**src/crc_pkg.sv**
```systemverilog
`default_nettype none
package crc_pkg;
  // ----------------------------------------
  // Register indices (word addresses)
  // ----------------------------------------
  localparam logic [3:0] ADDR_CONTROL_ONE = 4'h0;
  localparam logic [3:0] ADDR_CONTROL_TWO = 4'h1;
  localparam logic [3:0] ADDR_POLY_LOW = 4'h2;
  localparam logic [3:0] ADDR_POLY_HIGH = 4'h3;
  localparam logic [3:0] ADDR_DATA_LOW = 4'h4;
  localparam logic [3:0] ADDR_DATA_HIGH = 4'h5;
  localparam logic [3:0] ADDR_RESULT_LOW = 4'h6;
  localparam logic [3:0] ADDR_RESULT_HIGH = 4'h7;
  localparam logic [3:0] ADDR_IRQ_STATUS = 4'h8;
  localparam logic [3:0] ADDR_IRQ_ENABLE = 4'h9;
  localparam logic [3:0] ADDR_IRQ_CLEAR = 4'ha;
  // ----------------------------------------
  // Control one field positions
  // ----------------------------------------
  localparam int BIT_MODULE_ENABLE = 15;
  localparam int BIT_IDLE_STOP = 13;
  localparam int BIT_COUNT_HI = 12;
  localparam int BIT_COUNT_LO = 8;
  localparam int BIT_FULL = 7;
  localparam int BIT_EMPTY = 6;
  localparam int BIT_IRQ_SELECT = 5;
  localparam int BIT_GO = 4;
  localparam int BIT_LSB_FIRST = 3;
  // Control two: poly length in 12:8, data width minus one in 4:0
  localparam int BIT_POLY_LENGTH_LO = 8;
  localparam int BIT_DWIDTH_LO = 0;
  localparam logic [15:0] CONTROL_TWO_RESET = 16'h0000;
  // Irq status bits
  localparam int IRQ_EMPTY = 0;
  localparam int IRQ_DONE = 1;
  localparam logic [4:0] FIFO_DEPTH_SHORT = 5'h10;
  localparam logic [4:0] FIFO_DEPTH_LONG = 5'h08;
  localparam logic [4:0] POLY_LENGTH_SHORT_MAX = 5'h07;
  typedef enum logic [1:0] {
    ST_IDLE = 2'b00,
    ST_LOAD = 2'b01,
    ST_SHIFT = 2'b10
  } eng_state_type;
endpackage
`default_nettype wire

```
**src/crc_engine_control_status.sv**
```systemverilog
// The register addresses and the address-and-strobe port were left to the implementer.
`timescale 1ns/1ps
`default_nettype none
// Summary of operation
// - Eight CRC registers: two controls, polynomial, input data, result pairs.
// - Each set polynomial bit up to the poly length puts that term into the feedback.
// - Input pair buffers double words into FIFO; result pair holds CRC.
// - Idle-stop bit 13 halts engine in Idle mode when set.
// - Full flag bit 7, empty flag bit 6, read-only; empty reads one at reset.
// - Go bit 4 starts shifter; clearing stops it once the current word is shifted; hardware may clear it.
// - Bit 3 set feeds words LSB first, clear feeds MSB first.
// - Engine clears go by itself when calculation completes.
// - Direction affects input only; result stays a normal CRC.
module crc_engine_control_status
  import crc_pkg::*;
#(
  parameter int DATA_WIDTH = 16,
  parameter int FIFO_SLOTS = 16
)(
  input wire logic clock,
  input wire logic rst,
  input wire logic [3:0] addr,
  input wire logic [15:0] wdata,
  input wire logic wr_en,
  input wire logic rd_en,
  input wire logic idle_mode,
  output logic [15:0] rdata,
  output logic irq
);
  // ----------------------------------------
  // Parameter check
  // ----------------------------------------
  // FIFO and shifter are sized for 16-bit words and 16 slots only
  if (DATA_WIDTH != 16 || FIFO_SLOTS != 16)
  begin : g_bad_params
    $error("crc_engine_control_status supports only 16-bit words, 16 slots");
  end

  // ----------------------------------------
  // State
  // ----------------------------------------
  typedef struct packed {
    logic module_enable;
    logic idle_stop;
    logic irq_select;
    logic shifter_go;
    logic lsb_first_select;
    logic [15:0] control_two;
    logic [31:0] poly;
    logic [31:0] result;
    logic [15:0] data_low;
    logic [15:0][31:0] fifo;
    logic [3:0] rd_ptr;
    logic [3:0] wr_ptr;
    logic [4:0] count;
    eng_state_type state;
    logic [31:0] shreg;
    logic [5:0] bits_left;
    logic [1:0] irq_status;
    logic [1:0] irq_enable;
    logic [15:0] rdata;
  } state_type;

  state_type cur_r, cur_nxt;

  function automatic logic [4:0] fifo_max(input logic [4:0] poly_length);
    fifo_max = (poly_length > POLY_LENGTH_SHORT_MAX) ? FIFO_DEPTH_LONG : FIFO_DEPTH_SHORT;
  endfunction

  function automatic logic [31:0] crc_step(input logic [31:0] crc, input logic din,
                                           input logic [31:0] poly, input logic [4:0] poly_length);
    logic fb;
    logic [31:0] nx;
    fb = crc[poly_length] ^ din;
    nx = {crc[30:0], 1'b0};
    if (fb)
      nx = nx ^ poly;
    for (int i = 0; i < 32; i++)
      if (i > int'(poly_length))
        nx[i] = 1'b0;
    crc_step = nx;
  endfunction

  logic [4:0] poly_length;
  logic [4:0] dwid;
  logic [4:0] max_words;
  logic full;
  logic empty;
  logic run;
  logic done_evt;
  logic empty_evt;
  logic [31:0] fifo_head;

  assign poly_length = cur_r.control_two[BIT_POLY_LENGTH_LO +: 5];
  assign dwid = cur_r.control_two[BIT_DWIDTH_LO +: 5];
  assign max_words = fifo_max(poly_length);
  assign full = (cur_r.count >= max_words);
  assign empty = (cur_r.count == 5'h00);
  assign run = cur_r.module_enable && !(cur_r.idle_stop && idle_mode);
  assign fifo_head = cur_r.fifo[cur_r.rd_ptr];

  always_comb
  begin
    cur_nxt = cur_r;
    done_evt = 1'b0;
    empty_evt = 1'b0;
    cur_nxt.rdata = 16'h0000;
    // ----------------------------------------
    // Engine
    // ----------------------------------------
    if (run)
    begin
      case (cur_r.state)
        ST_IDLE:
        begin
          if (cur_r.shifter_go)
            cur_nxt.state = ST_LOAD;
        end
        ST_LOAD:
        begin
          if (!cur_r.shifter_go)
            cur_nxt.state = ST_IDLE;
          else if (!empty)
          begin
            cur_nxt.shreg = fifo_head;
            cur_nxt.bits_left = {1'b0, dwid} + 6'h01;
            cur_nxt.rd_ptr = cur_r.rd_ptr + 4'h1;
            cur_nxt.count = cur_r.count - 5'h01;
            if (cur_r.count == 5'h01)
              empty_evt = 1'b1;
            cur_nxt.state = ST_SHIFT;
          end
          else
          begin
            // Nothing left to shift: the calculation is complete
            cur_nxt.shifter_go = 1'b0;
            done_evt = 1'b1;
            cur_nxt.state = ST_IDLE;
          end
        end
        ST_SHIFT:
        begin
          // Bit order only steers input; the result register stays unreflected
          cur_nxt.result = crc_step(cur_r.result, cur_r.lsb_first_select ?
            cur_r.shreg[0] : cur_r.shreg[dwid], cur_r.poly, poly_length);
          cur_nxt.shreg = cur_r.lsb_first_select ? {1'b0, cur_r.shreg[31:1]} :
            {cur_r.shreg[30:0], 1'b0};
          cur_nxt.bits_left = cur_r.bits_left - 6'h01;
          if (cur_r.bits_left == 6'h01)
            cur_nxt.state = ST_LOAD;
        end
        default: cur_nxt.state = ST_IDLE;
      endcase
    end

    // ----------------------------------------
    // Register writes
    // ----------------------------------------
    if (wr_en)
    begin
      case (addr)
        ADDR_CONTROL_ONE:
        begin
          cur_nxt.module_enable = wdata[BIT_MODULE_ENABLE];
          cur_nxt.idle_stop = wdata[BIT_IDLE_STOP];
          cur_nxt.irq_select = wdata[BIT_IRQ_SELECT];
          // A hardware clear in this cycle loses to a software set
          cur_nxt.shifter_go = wdata[BIT_GO];
          cur_nxt.lsb_first_select = wdata[BIT_LSB_FIRST];
        end
        ADDR_CONTROL_TWO: cur_nxt.control_two = wdata;
        ADDR_POLY_LOW: cur_nxt.poly[15:0] = wdata;
        ADDR_POLY_HIGH: cur_nxt.poly[31:16] = wdata;
        ADDR_DATA_LOW: cur_nxt.data_low = wdata;
        ADDR_DATA_HIGH:
        begin
          // High half completes a double word and pushes it; dropped when full
          if (!full)
          begin
            cur_nxt.fifo[cur_r.wr_ptr] = {wdata, cur_r.data_low};
            cur_nxt.wr_ptr = cur_r.wr_ptr + 4'h1;
            cur_nxt.count = cur_nxt.count + 5'h01;
            // A word landing in the pop cycle keeps the count from reaching zero
            empty_evt = 1'b0;
          end
        end
        ADDR_RESULT_LOW: cur_nxt.result[15:0] = wdata;
        ADDR_RESULT_HIGH: cur_nxt.result[31:16] = wdata;
        ADDR_IRQ_ENABLE: cur_nxt.irq_enable = wdata[1:0];
        ADDR_IRQ_CLEAR: cur_nxt.irq_status = cur_r.irq_status & ~wdata[1:0];
        default: ;
      endcase
    end

    // Set wins over a clear in the same cycle
    if (empty_evt)
      cur_nxt.irq_status[IRQ_EMPTY] = 1'b1;
    if (done_evt)
      cur_nxt.irq_status[IRQ_DONE] = 1'b1;

    // Disabled module resets its pointers, data and engine
    if (!cur_nxt.module_enable)
    begin
      cur_nxt.state = ST_IDLE;
      cur_nxt.rd_ptr = 4'h0;
      cur_nxt.wr_ptr = 4'h0;
      cur_nxt.count = 5'h00;
      cur_nxt.data_low = 16'h0000;
      cur_nxt.result = 32'h0000_0000;
      cur_nxt.shifter_go = 1'b0;
    end

    // ----------------------------------------
    // Register reads
    // ----------------------------------------
    if (rd_en)
    begin
      case (addr)
        ADDR_CONTROL_ONE:
          cur_nxt.rdata = {cur_r.module_enable, 1'b0, cur_r.idle_stop, cur_r.count,
            full, empty, cur_r.irq_select, cur_r.shifter_go,
            cur_r.lsb_first_select, 3'b000};
        ADDR_CONTROL_TWO: cur_nxt.rdata = cur_r.control_two;
        ADDR_POLY_LOW: cur_nxt.rdata = cur_r.poly[15:0];
        ADDR_POLY_HIGH: cur_nxt.rdata = cur_r.poly[31:16];
        ADDR_DATA_LOW: cur_nxt.rdata = cur_r.data_low;
        ADDR_DATA_HIGH: cur_nxt.rdata = 16'h0000;
        ADDR_RESULT_LOW: cur_nxt.rdata = cur_r.result[15:0];
        ADDR_RESULT_HIGH: cur_nxt.rdata = cur_r.result[31:16];
        ADDR_IRQ_STATUS: cur_nxt.rdata = {14'h0000, cur_r.irq_status};
        ADDR_IRQ_ENABLE: cur_nxt.rdata = {14'h0000, cur_r.irq_enable};
        default: cur_nxt.rdata = 16'h0000;
      endcase
    end
  end

  always_ff @(posedge clock or posedge rst)
  begin
    if (rst)
      cur_r <= '{control_two: CONTROL_TWO_RESET, state: ST_IDLE, default: '0};
    else
      cur_r <= cur_nxt;
  end

  assign rdata = cur_r.rdata;
  // Select chooses which sticky event may drive the line
  assign irq = cur_r.irq_select ? (cur_r.irq_status[IRQ_EMPTY] & cur_r.irq_enable[IRQ_EMPTY])
    : (cur_r.irq_status[IRQ_DONE] & cur_r.irq_enable[IRQ_DONE]);

  // ----------------------------------------
  // Assertions
  // ----------------------------------------
  property p_go_cleared_on_done;
    @(posedge clock) disable iff (rst)
    done_evt && !wr_en |=> !cur_r.shifter_go && cur_r.irq_status[IRQ_DONE];
  endproperty
  a_go_cleared_on_done: assert property (p_go_cleared_on_done)
    else $error("go not cleared at completion");

  property p_count_bounded;
    @(posedge clock) disable iff (rst)
    cur_r.count <= max_words || cur_r.count <= $past(cur_r.count);
  endproperty
  a_count_bounded: assert property (p_count_bounded)
    else $error("fifo count above limit");

  property p_empty_flag;
    @(posedge clock) disable iff (rst)
    rd_en && addr == ADDR_CONTROL_ONE |=> rdata[BIT_EMPTY] == ($past(cur_r.count) == 5'h00);
  endproperty
  a_empty_flag: assert property (p_empty_flag)
    else $error("empty flag mismatch");

  property p_reserved_zero;
    @(posedge clock) disable iff (rst)
    rd_en && addr == ADDR_CONTROL_ONE |=> rdata[14] == 1'b0 && rdata[2:0] == 3'b000;
  endproperty
  a_reserved_zero: assert property (p_reserved_zero)
    else $error("unimplemented bits not zero");

  property p_idle_halts;
    @(posedge clock) disable iff (rst)
    cur_r.idle_stop && idle_mode && !wr_en |=> $stable(cur_r.result) && $stable(cur_r.state);
  endproperty
  a_idle_halts: assert property (p_idle_halts)
    else $error("engine ran while stopped in idle");

  property p_push;
    @(posedge clock) disable iff (rst)
    wr_en && addr == ADDR_DATA_HIGH && !full && cur_r.module_enable && cur_r.state != ST_LOAD
    |=> cur_r.count == $past(cur_r.count) + 5'h01;
  endproperty
  a_push: assert property (p_push)
    else $error("push did not raise count");

  property p_irq_select;
    @(posedge clock) disable iff (rst)
    cur_r.irq_select && !cur_r.irq_enable[IRQ_EMPTY] |-> !irq;
  endproperty
  a_irq_select: assert property (p_irq_select)
    else $error("irq raised by unselected source");

  property p_go_starts;
    @(posedge clock) disable iff (rst)
    cur_r.state == ST_IDLE && cur_r.shifter_go && run && !wr_en |=> cur_r.state == ST_LOAD;
  endproperty
  a_go_starts: assert property (p_go_starts)
    else $error("go did not start the shifter");

  property p_rdata_quiet;
    @(posedge clock) disable iff (rst)
    !rd_en |=> rdata == 16'h0000;
  endproperty
  a_rdata_quiet: assert property (p_rdata_quiet)
    else $error("read data not zero outside a read");

  property p_empty_sets_status;
    @(posedge clock) disable iff (rst)
    empty_evt |=> cur_r.irq_status[IRQ_EMPTY];
  endproperty
  a_empty_sets_status: assert property (p_empty_sets_status)
    else $error("fifo emptied without status bit");

  property p_done_needs_go;
    @(posedge clock) disable iff (rst)
    done_evt |-> cur_r.shifter_go && cur_r.state == ST_LOAD;
  endproperty
  a_done_needs_go: assert property (p_done_needs_go)
    else $error("completion without a running shifter");

  property p_disabled_idle;
    @(posedge clock) disable iff (rst)
    !cur_r.module_enable |-> cur_r.count == 5'h00 && cur_r.state == ST_IDLE && !cur_r.shifter_go;
  endproperty
  a_disabled_idle: assert property (p_disabled_idle)
    else $error("disabled module holds words or runs");

  c_done: cover property (@(posedge clock) disable iff (rst) done_evt);
  c_empty: cover property (@(posedge clock) disable iff (rst) empty_evt);
  c_full: cover property (@(posedge clock) disable iff (rst) full);
  c_lsb: cover property (@(posedge clock) disable iff (rst)
    cur_r.state == ST_SHIFT && cur_r.lsb_first_select);
  c_idle_hold: cover property (@(posedge clock) disable iff (rst)
    cur_r.idle_stop && idle_mode && cur_r.shifter_go);
endmodule // crc_engine_control_status
`default_nettype wire

```
**config.mk**
```make
export PLATFORM = sky130hd
export DESIGN_NAME = crc_engine_control_status
export DESIGN_NICKNAME = d
export VERILOG_FILES = /design/src/crc_pkg.sv /design/src/crc_engine_control_status.sv
export SDC_FILE = /design/constraint.sdc
export NUM_CORES = 2
export LEC_CHECK = 0
export ABC_AREA = 1
export BUFFER_PORTS_ARGS = -buffer_cell sky130_fd_sc_hd__buf_2
export CAP_MARGIN = 25
export CELL_PAD_IN_SITES_DETAIL_PLACEMENT = 0
export CELL_PAD_IN_SITES_GLOBAL_PLACEMENT = 1
export CORE_MARGIN = 5
export CORE_UTILIZATION = 52
export CTS_CLUSTER_DIAMETER = 200
export CTS_CLUSTER_SIZE = 10
export DETAILED_ROUTE_END_ITERATION = 10
export GPL_ROUTABILITY_DRIVEN = 1
export GPL_TIMING_DRIVEN = 0
export HOLD_SLACK_MARGIN = 0.03
export PLACE_DENSITY = 0.86
export SETUP_SLACK_MARGIN = 0.15
export SKIP_LAST_GASP = 1
export SLEW_MARGIN = 10
export SYNTH_ARGS = -nofsm -noshare
export SYNTH_HDL_FRONTEND = slang
export SYNTH_SLANG_ARGS = --single-unit
```
**constraint.sdc**
```tcl
create_clock -name clock -period 75.7 [get_ports clock]
set_input_delay 15.14 -clock clock [delete_from_list [all_inputs] [get_ports clock]]
set_output_delay 15.14 -clock clock [all_outputs]
set_load 0.02 [all_outputs]
```
* Word level (Yosys, flattened, before mapping)
Index checks and enable logic that the tools add are counted.
Widths: inputs -> output; s select.
** Storage, ports and cells
- Register bits :: 686
- Bits of input ports :: 25
- Output and inout bits :: 17
** Cells by class
- Add/sub/neg operators :: 6
- Magnitude comparators :: 38
- Equality and inequality tests :: 26
- Mux-type cells :: 102
- Bitwise operators :: 7
- Reductions and logical operators :: 25
** Operator list (count)
- $mux 512 :: 2
- $mux 613 :: 1
- $bwmux 512 :: 1
- $mux 32 :: 6
- $pmux 16 s9 :: 1
- $bmux 32 s4 :: 1
- $demux 32 s4 :: 1
- $mux 16 :: 7
- $gt 5x5->1 const A :: 16
- $mux 38 :: 2
- $pmux 38 s2 :: 1
- $mux 1 :: 54
- $mux 48 :: 1
- $mux 45 :: 1
- $gt 4x5->1 const A :: 8
- $xor 32x32->32 :: 1
- $mux 9 :: 3
- $mux 5 :: 5
- $gt 3x5->1 const A :: 4
- $mux 4 :: 5
- $eq 4x3->1 const B :: 4
- $reduce_and 2->1 :: 8
- $mux 15 :: 1
- $eq 4x4->1 const B :: 3
- 37 further kinds :: 67

* Logic depth before layout (Yosys ltp)
- Depth after elaboration :: 12
- Depth in mapped cells :: 16

* Least setup slack after synthesis
OpenSTA, ideal clock, no wires.
- Path kind :: input port to flip-flop
- Start :: in idle_mode
- End :: reg cur_r[64] (netlist name)
- Setup time :: 0.086 ns
- Arrival time :: 16.692 ns
- Data required time :: 75.614 ns
- Path slack :: 58.922 ns
- Stages on the path :: 11
- Path buffers :: 0
- Cell sequence :: a21oi_1 > nand2_1 > clkinv_1 > nand3_2 > xor2_1 > ha_1 > inv_1 > nor3_1 > nand2_1 > o21a_1 > nor3_1
** RTL lines
- start: declaration :: RTL line crc_engine_control_status.sv:26 : input wire logic idle_mode,
- end signal: assignment :: RTL line crc_engine_control_status.sv:242 : cur_r <= cur_nxt;
- end: declaration :: RTL line crc_engine_control_status.sv:64 : state_type cur_r, cur_nxt;

==> PnR_summary.wiki <==
{| class="wikitable"
! Metric !! Value
|-
| Post-layout util || approximately three fifths
|-
| Maximum fanout count along the critical path || roughly 110
|-
| Count of cells resized by post-cts repair || 0
|-
| Max-cap violations || 0
|-
| Die width || 262.3 microns
|-
| CP top delay family || buffers and inverters
|-
| Post-route DRC violation count || 0
|-
| Post-synthesis average cell area || 8.284 sq um
|-
| Reported leakage power || 16.25 nW
|-
| Clock H-tree levels || 3
|-
| Clk_skew || 0.03616 ns
|-
| Tot Pwr || 858.0 uW
|-
| Via count of the first global-routing pass || 30380
|-
| Worst setup timing slack at the placement stage || 57.94 ns
|-
| Number of sinks handled by clock tree synthesis || 686
|-
| Vias || 31490
|-
| CTS Hold Bufs || 0
|-
| Buffering stage count on the worst path with inverters included || 6
|-
| Syn Inst Count || 3996
|-
| Crit path launch || rst
|-
| Gr usage total || 38.47%
|-
| Maximum clock insertion buffer count || 3
|-
| Highest cell delay on the worst timing path || approximately 0.45 ns
|-
| Total standard cell area after synthesis || 33100 sq um
|-
| Area inside the core boundary || 63080 sq um
|-
| Final critical-path share of the clock period || roughly 22%
|-
| Dpl hpwl || 97520 microns
|-
| Wire per inst || 27.39 microns
|-
| Critical setup path kind || in -> async
|-
| Remaining max-slew budget at the tightest pin || approximately 25%
|-
| Number of vias per cell after detailed routing || ~6.3
|-
| Placer Congestion || about 1.0
|-
| Clk Tree Root Cell || sky130_fd_sc_hd__clkbuf_16
|-
| Number of slew-limit violations in the final report || 0
|-
| Synth Warn # || 0
|-
| Clk pin slew, worst setup/hold paths || 0.05 ns
|-
| Overflow left after global routing || 0
|-
| Insertion delay to the later sink of the worst-skew pair || 0.66 ns
|-
| Total non-filler cell area in the finished layout || ~37000 sq um
|-
| Post-CTS setup buffer count || 0
|-
| Effective utilization at floorplan || a little over half
|-
| Post-Syn Nets || 4035
|-
| PwrDens || 23.40 nW/um^2
|-
| Number of antenna violations at the first check in global routing || 4
|-
| Pin count of the biggest net entering global routing || 111
|-
| Wire length of the first global-routing pass || around 200000 microns
|-
| Minimum clock period after layout || 16.97 ns
|-
| FF-to-FF path depth || 13
|-
| Final WS setup || 58.73 ns
|-
| Site Rows || 92
|-
| Setup-failing EPs final || 0
|-
| Total negative slack || 0 ns
|-
| Total of buffers placed on input and output ports || 41
|-
| Data required, critical path || around 76 ns
|-
| Run status || finished clean
|-
| Final antenna-violating net count || 0
|-
| Post-synthesis sequential area ratio || 51.86%
|-
| IO Count || 42
|-
| Post-synthesis to final-layout area growth || 10.77%
|-
| Setup slack on the worst flop-to-flop path || between 70 and 80 ns
|-
| Number of register bits inferred by synthesis || 686
|-
| First-pass iteration count of the detailed router || 6
|-
| Total Die Area || 68810 sq um
|-
| Total CTS buffers || just under 80
|-
| DRT iter0 DRCs || 4147
|-
| Worst path most repeated cell || sky130_fd_sc_hd__buf_16
|-
| Number of distinct standard cells referenced by the synthesized netlist || 48
|-
| Final Hold Viols || 0
|-
| Post-detailed-placement cell area || 34540 sq um
|-
| Capture point of the worst path || rdata[9]$_DFF_PP0_
|-
| Cell-by-cell listing of the critical path || buf_2, inv_8, buf_16, buf_16, buf_16, buf_16
|-
| Overall die height || 262.3 microns
|-
| Setup repair after global routing missed its margin || false
|-
| Maximum achievable frequency || 0.05894 GHz
|-
| Critical R2R Launch || cur_r[676]$_DFFE_PP0P_
|-
| Largest voltage drop on the vdd net || 0.01584 mV
|-
| Kind of start point of the critical path || input port
|-
| Drt total wl || 136400 microns
|-
| Type of destination of the critical path || async pin
|-
| Slew at the pin closest to its max-slew limit || 1.132 ns
|-
| Worst EP arrival || 17.70 ns
|-
| Nets || approximately 4200
|-
| Layout cell share with drive strength beyond 1 || 7.629%
|-
| TritonCTS clock tree || done
|-
| Min-Delay Path Class || reg -> reg
|-
| Cell with the biggest individual delay on the critical path || sky130_fd_sc_hd__buf_16
|-
| Critical path depth in cells || 6
|}
-- synthesized netlist by cell type, drive strengths merged --
master | n | area (sq um)
a2111oi | 6 | 52.55
a211oi | 4 | 30.03
a21oi | 157 | 793.3
a221oi | 9 | 78.83
a22oi | 1 | 7.510
a31oi | 5 | 31.28
a32oi | 1 | 8.760
buf | 117 | 711.9
clkbuf | 213 | 800.8
clkinv | 6 | 22.52
dfrtp | 686 | 17170
ha | 14 | 175.2
inv | 199 | 749.5
mux2 | 1 | 11.26
nand2 | 728 | 2778
nand3 | 177 | 983.4
nand3b | 2 | 15.01
nand4 | 18 | 112.6
nor2 | 328 | 1374
nor3 | 10 | 50.05
nor3b | 2 | 15.01
nor4 | 1 | 6.260
o2111ai | 1 | 8.760
o211ai | 9 | 67.56
o21a | 2 | 15.01
o21ai | 1052 | 5269
o21bai | 52 | 390.4
o221ai | 24 | 210.2
o22ai | 129 | 807.0
o311ai | 1 | 8.760
o31ai | 5 | 37.54
xnor2 | 32 | 280.3
xor2 | 4 | 35.03
-- stage by stage --
stage                     std cells  hold WS [ns]
after floorplan                3996        0.4478
after global placement         4883        0.4602
after detailed placement       4889        0.4674
after CTS                      4975        0.4810
after global routing           4975        0.4952
final                          4979        0.4758
-- worst register-to-register path: cells and delay by family, from the launching register on --
family	cells	cell delay, ns
adders and majority gates	1	0.34
and+or+nand+nor	6	1.31
DFF	1	0.50
buffers and inverters	4	0.90
AOI/OAI and AO/OA	2	0.43
-- layer usage --
metal	part of all wire (%)	global-route usage [%]	vias up
met5	0.011	0	-
met4	6.5	19.46	2
met3	12	10.32	450
met2	41	54.68	1861
met1	41	54.59	15410
li1	-	-	13770
-- logic make-up (layout without fill, tap and decap cells) --
logic type,count (synthesis),count (layout),share of synthesized area (%)
flops,686,686,51.86
simple gates,1266,1266,16.11
compound gates,1458,1458,23.61
xor+xnor,36,36,0.9525
other cells,0,4,0
buf+inv,535,668,6.902
fa+ha+maj,14,14,0.5292
mux,1,1,0.03402
-- power breakdown --
part	internal (mW)	switching, mW	leakage, nW	total, mW
Clock	0.191	0.155	1.04	0.346
Sequential	0.379	0.0124	9.47	0.391
Combinational	0.0354	0.0856	5.74	0.121
Total	0.605	0.253	16.2	0.858
-- worst min path at each step --
stage / start / to / slack (ns) / cells past startpoint
after CTS: flip-flop / flip-flop / 0.48 / 2
final: flip-flop / flip-flop / 0.48 / 2
after global placement: flip-flop / flip-flop / 0.46 / 2
after floorplan: flip-flop / flip-flop / 0.45 / 2
after detailed placement: flip-flop / flip-flop / 0.47 / 2
after global routing: flip-flop / flip-flop / 0.50 / 2
-- area by class of cell --
class | count | area [sq um]
Timing Repair Buffer | 47 | 370.4
Tap cell | 846 | 1059
Clock buffer | 80 | 2002
Antenna cell | 4 | 10.01
Inverter | 205 | 779.5
Buffer | 330 | 1513
Sequential cell | 686 | 17170
Multi-Input combinational cell | 2775 | 13650
Fill cell | 6085 | 26410
Clock inverter | 6 | 117.6
-- cells in the final DEF, fill, tap and decap left out, drive strengths merged, types with 6 or more instances in the layout --
cell	netlist	routed
clkinv	6	7
o211ai	9	9
nand2	728	728
a2111oi	6	6
nor2	328	328
a21oi	157	157
xnor2	32	32
ha	14	14
dfrtp	686	686
buf	117	164
clkbuf	213	293
a221oi	9	9
nand3	177	177
o221ai	24	24
o21ai	1052	1052
o22ai	129	129
inv	199	203
nor3	10	10
o21bai	52	52
nand4	18	18
No activity file was read; power rests on OpenSTA's default activity.
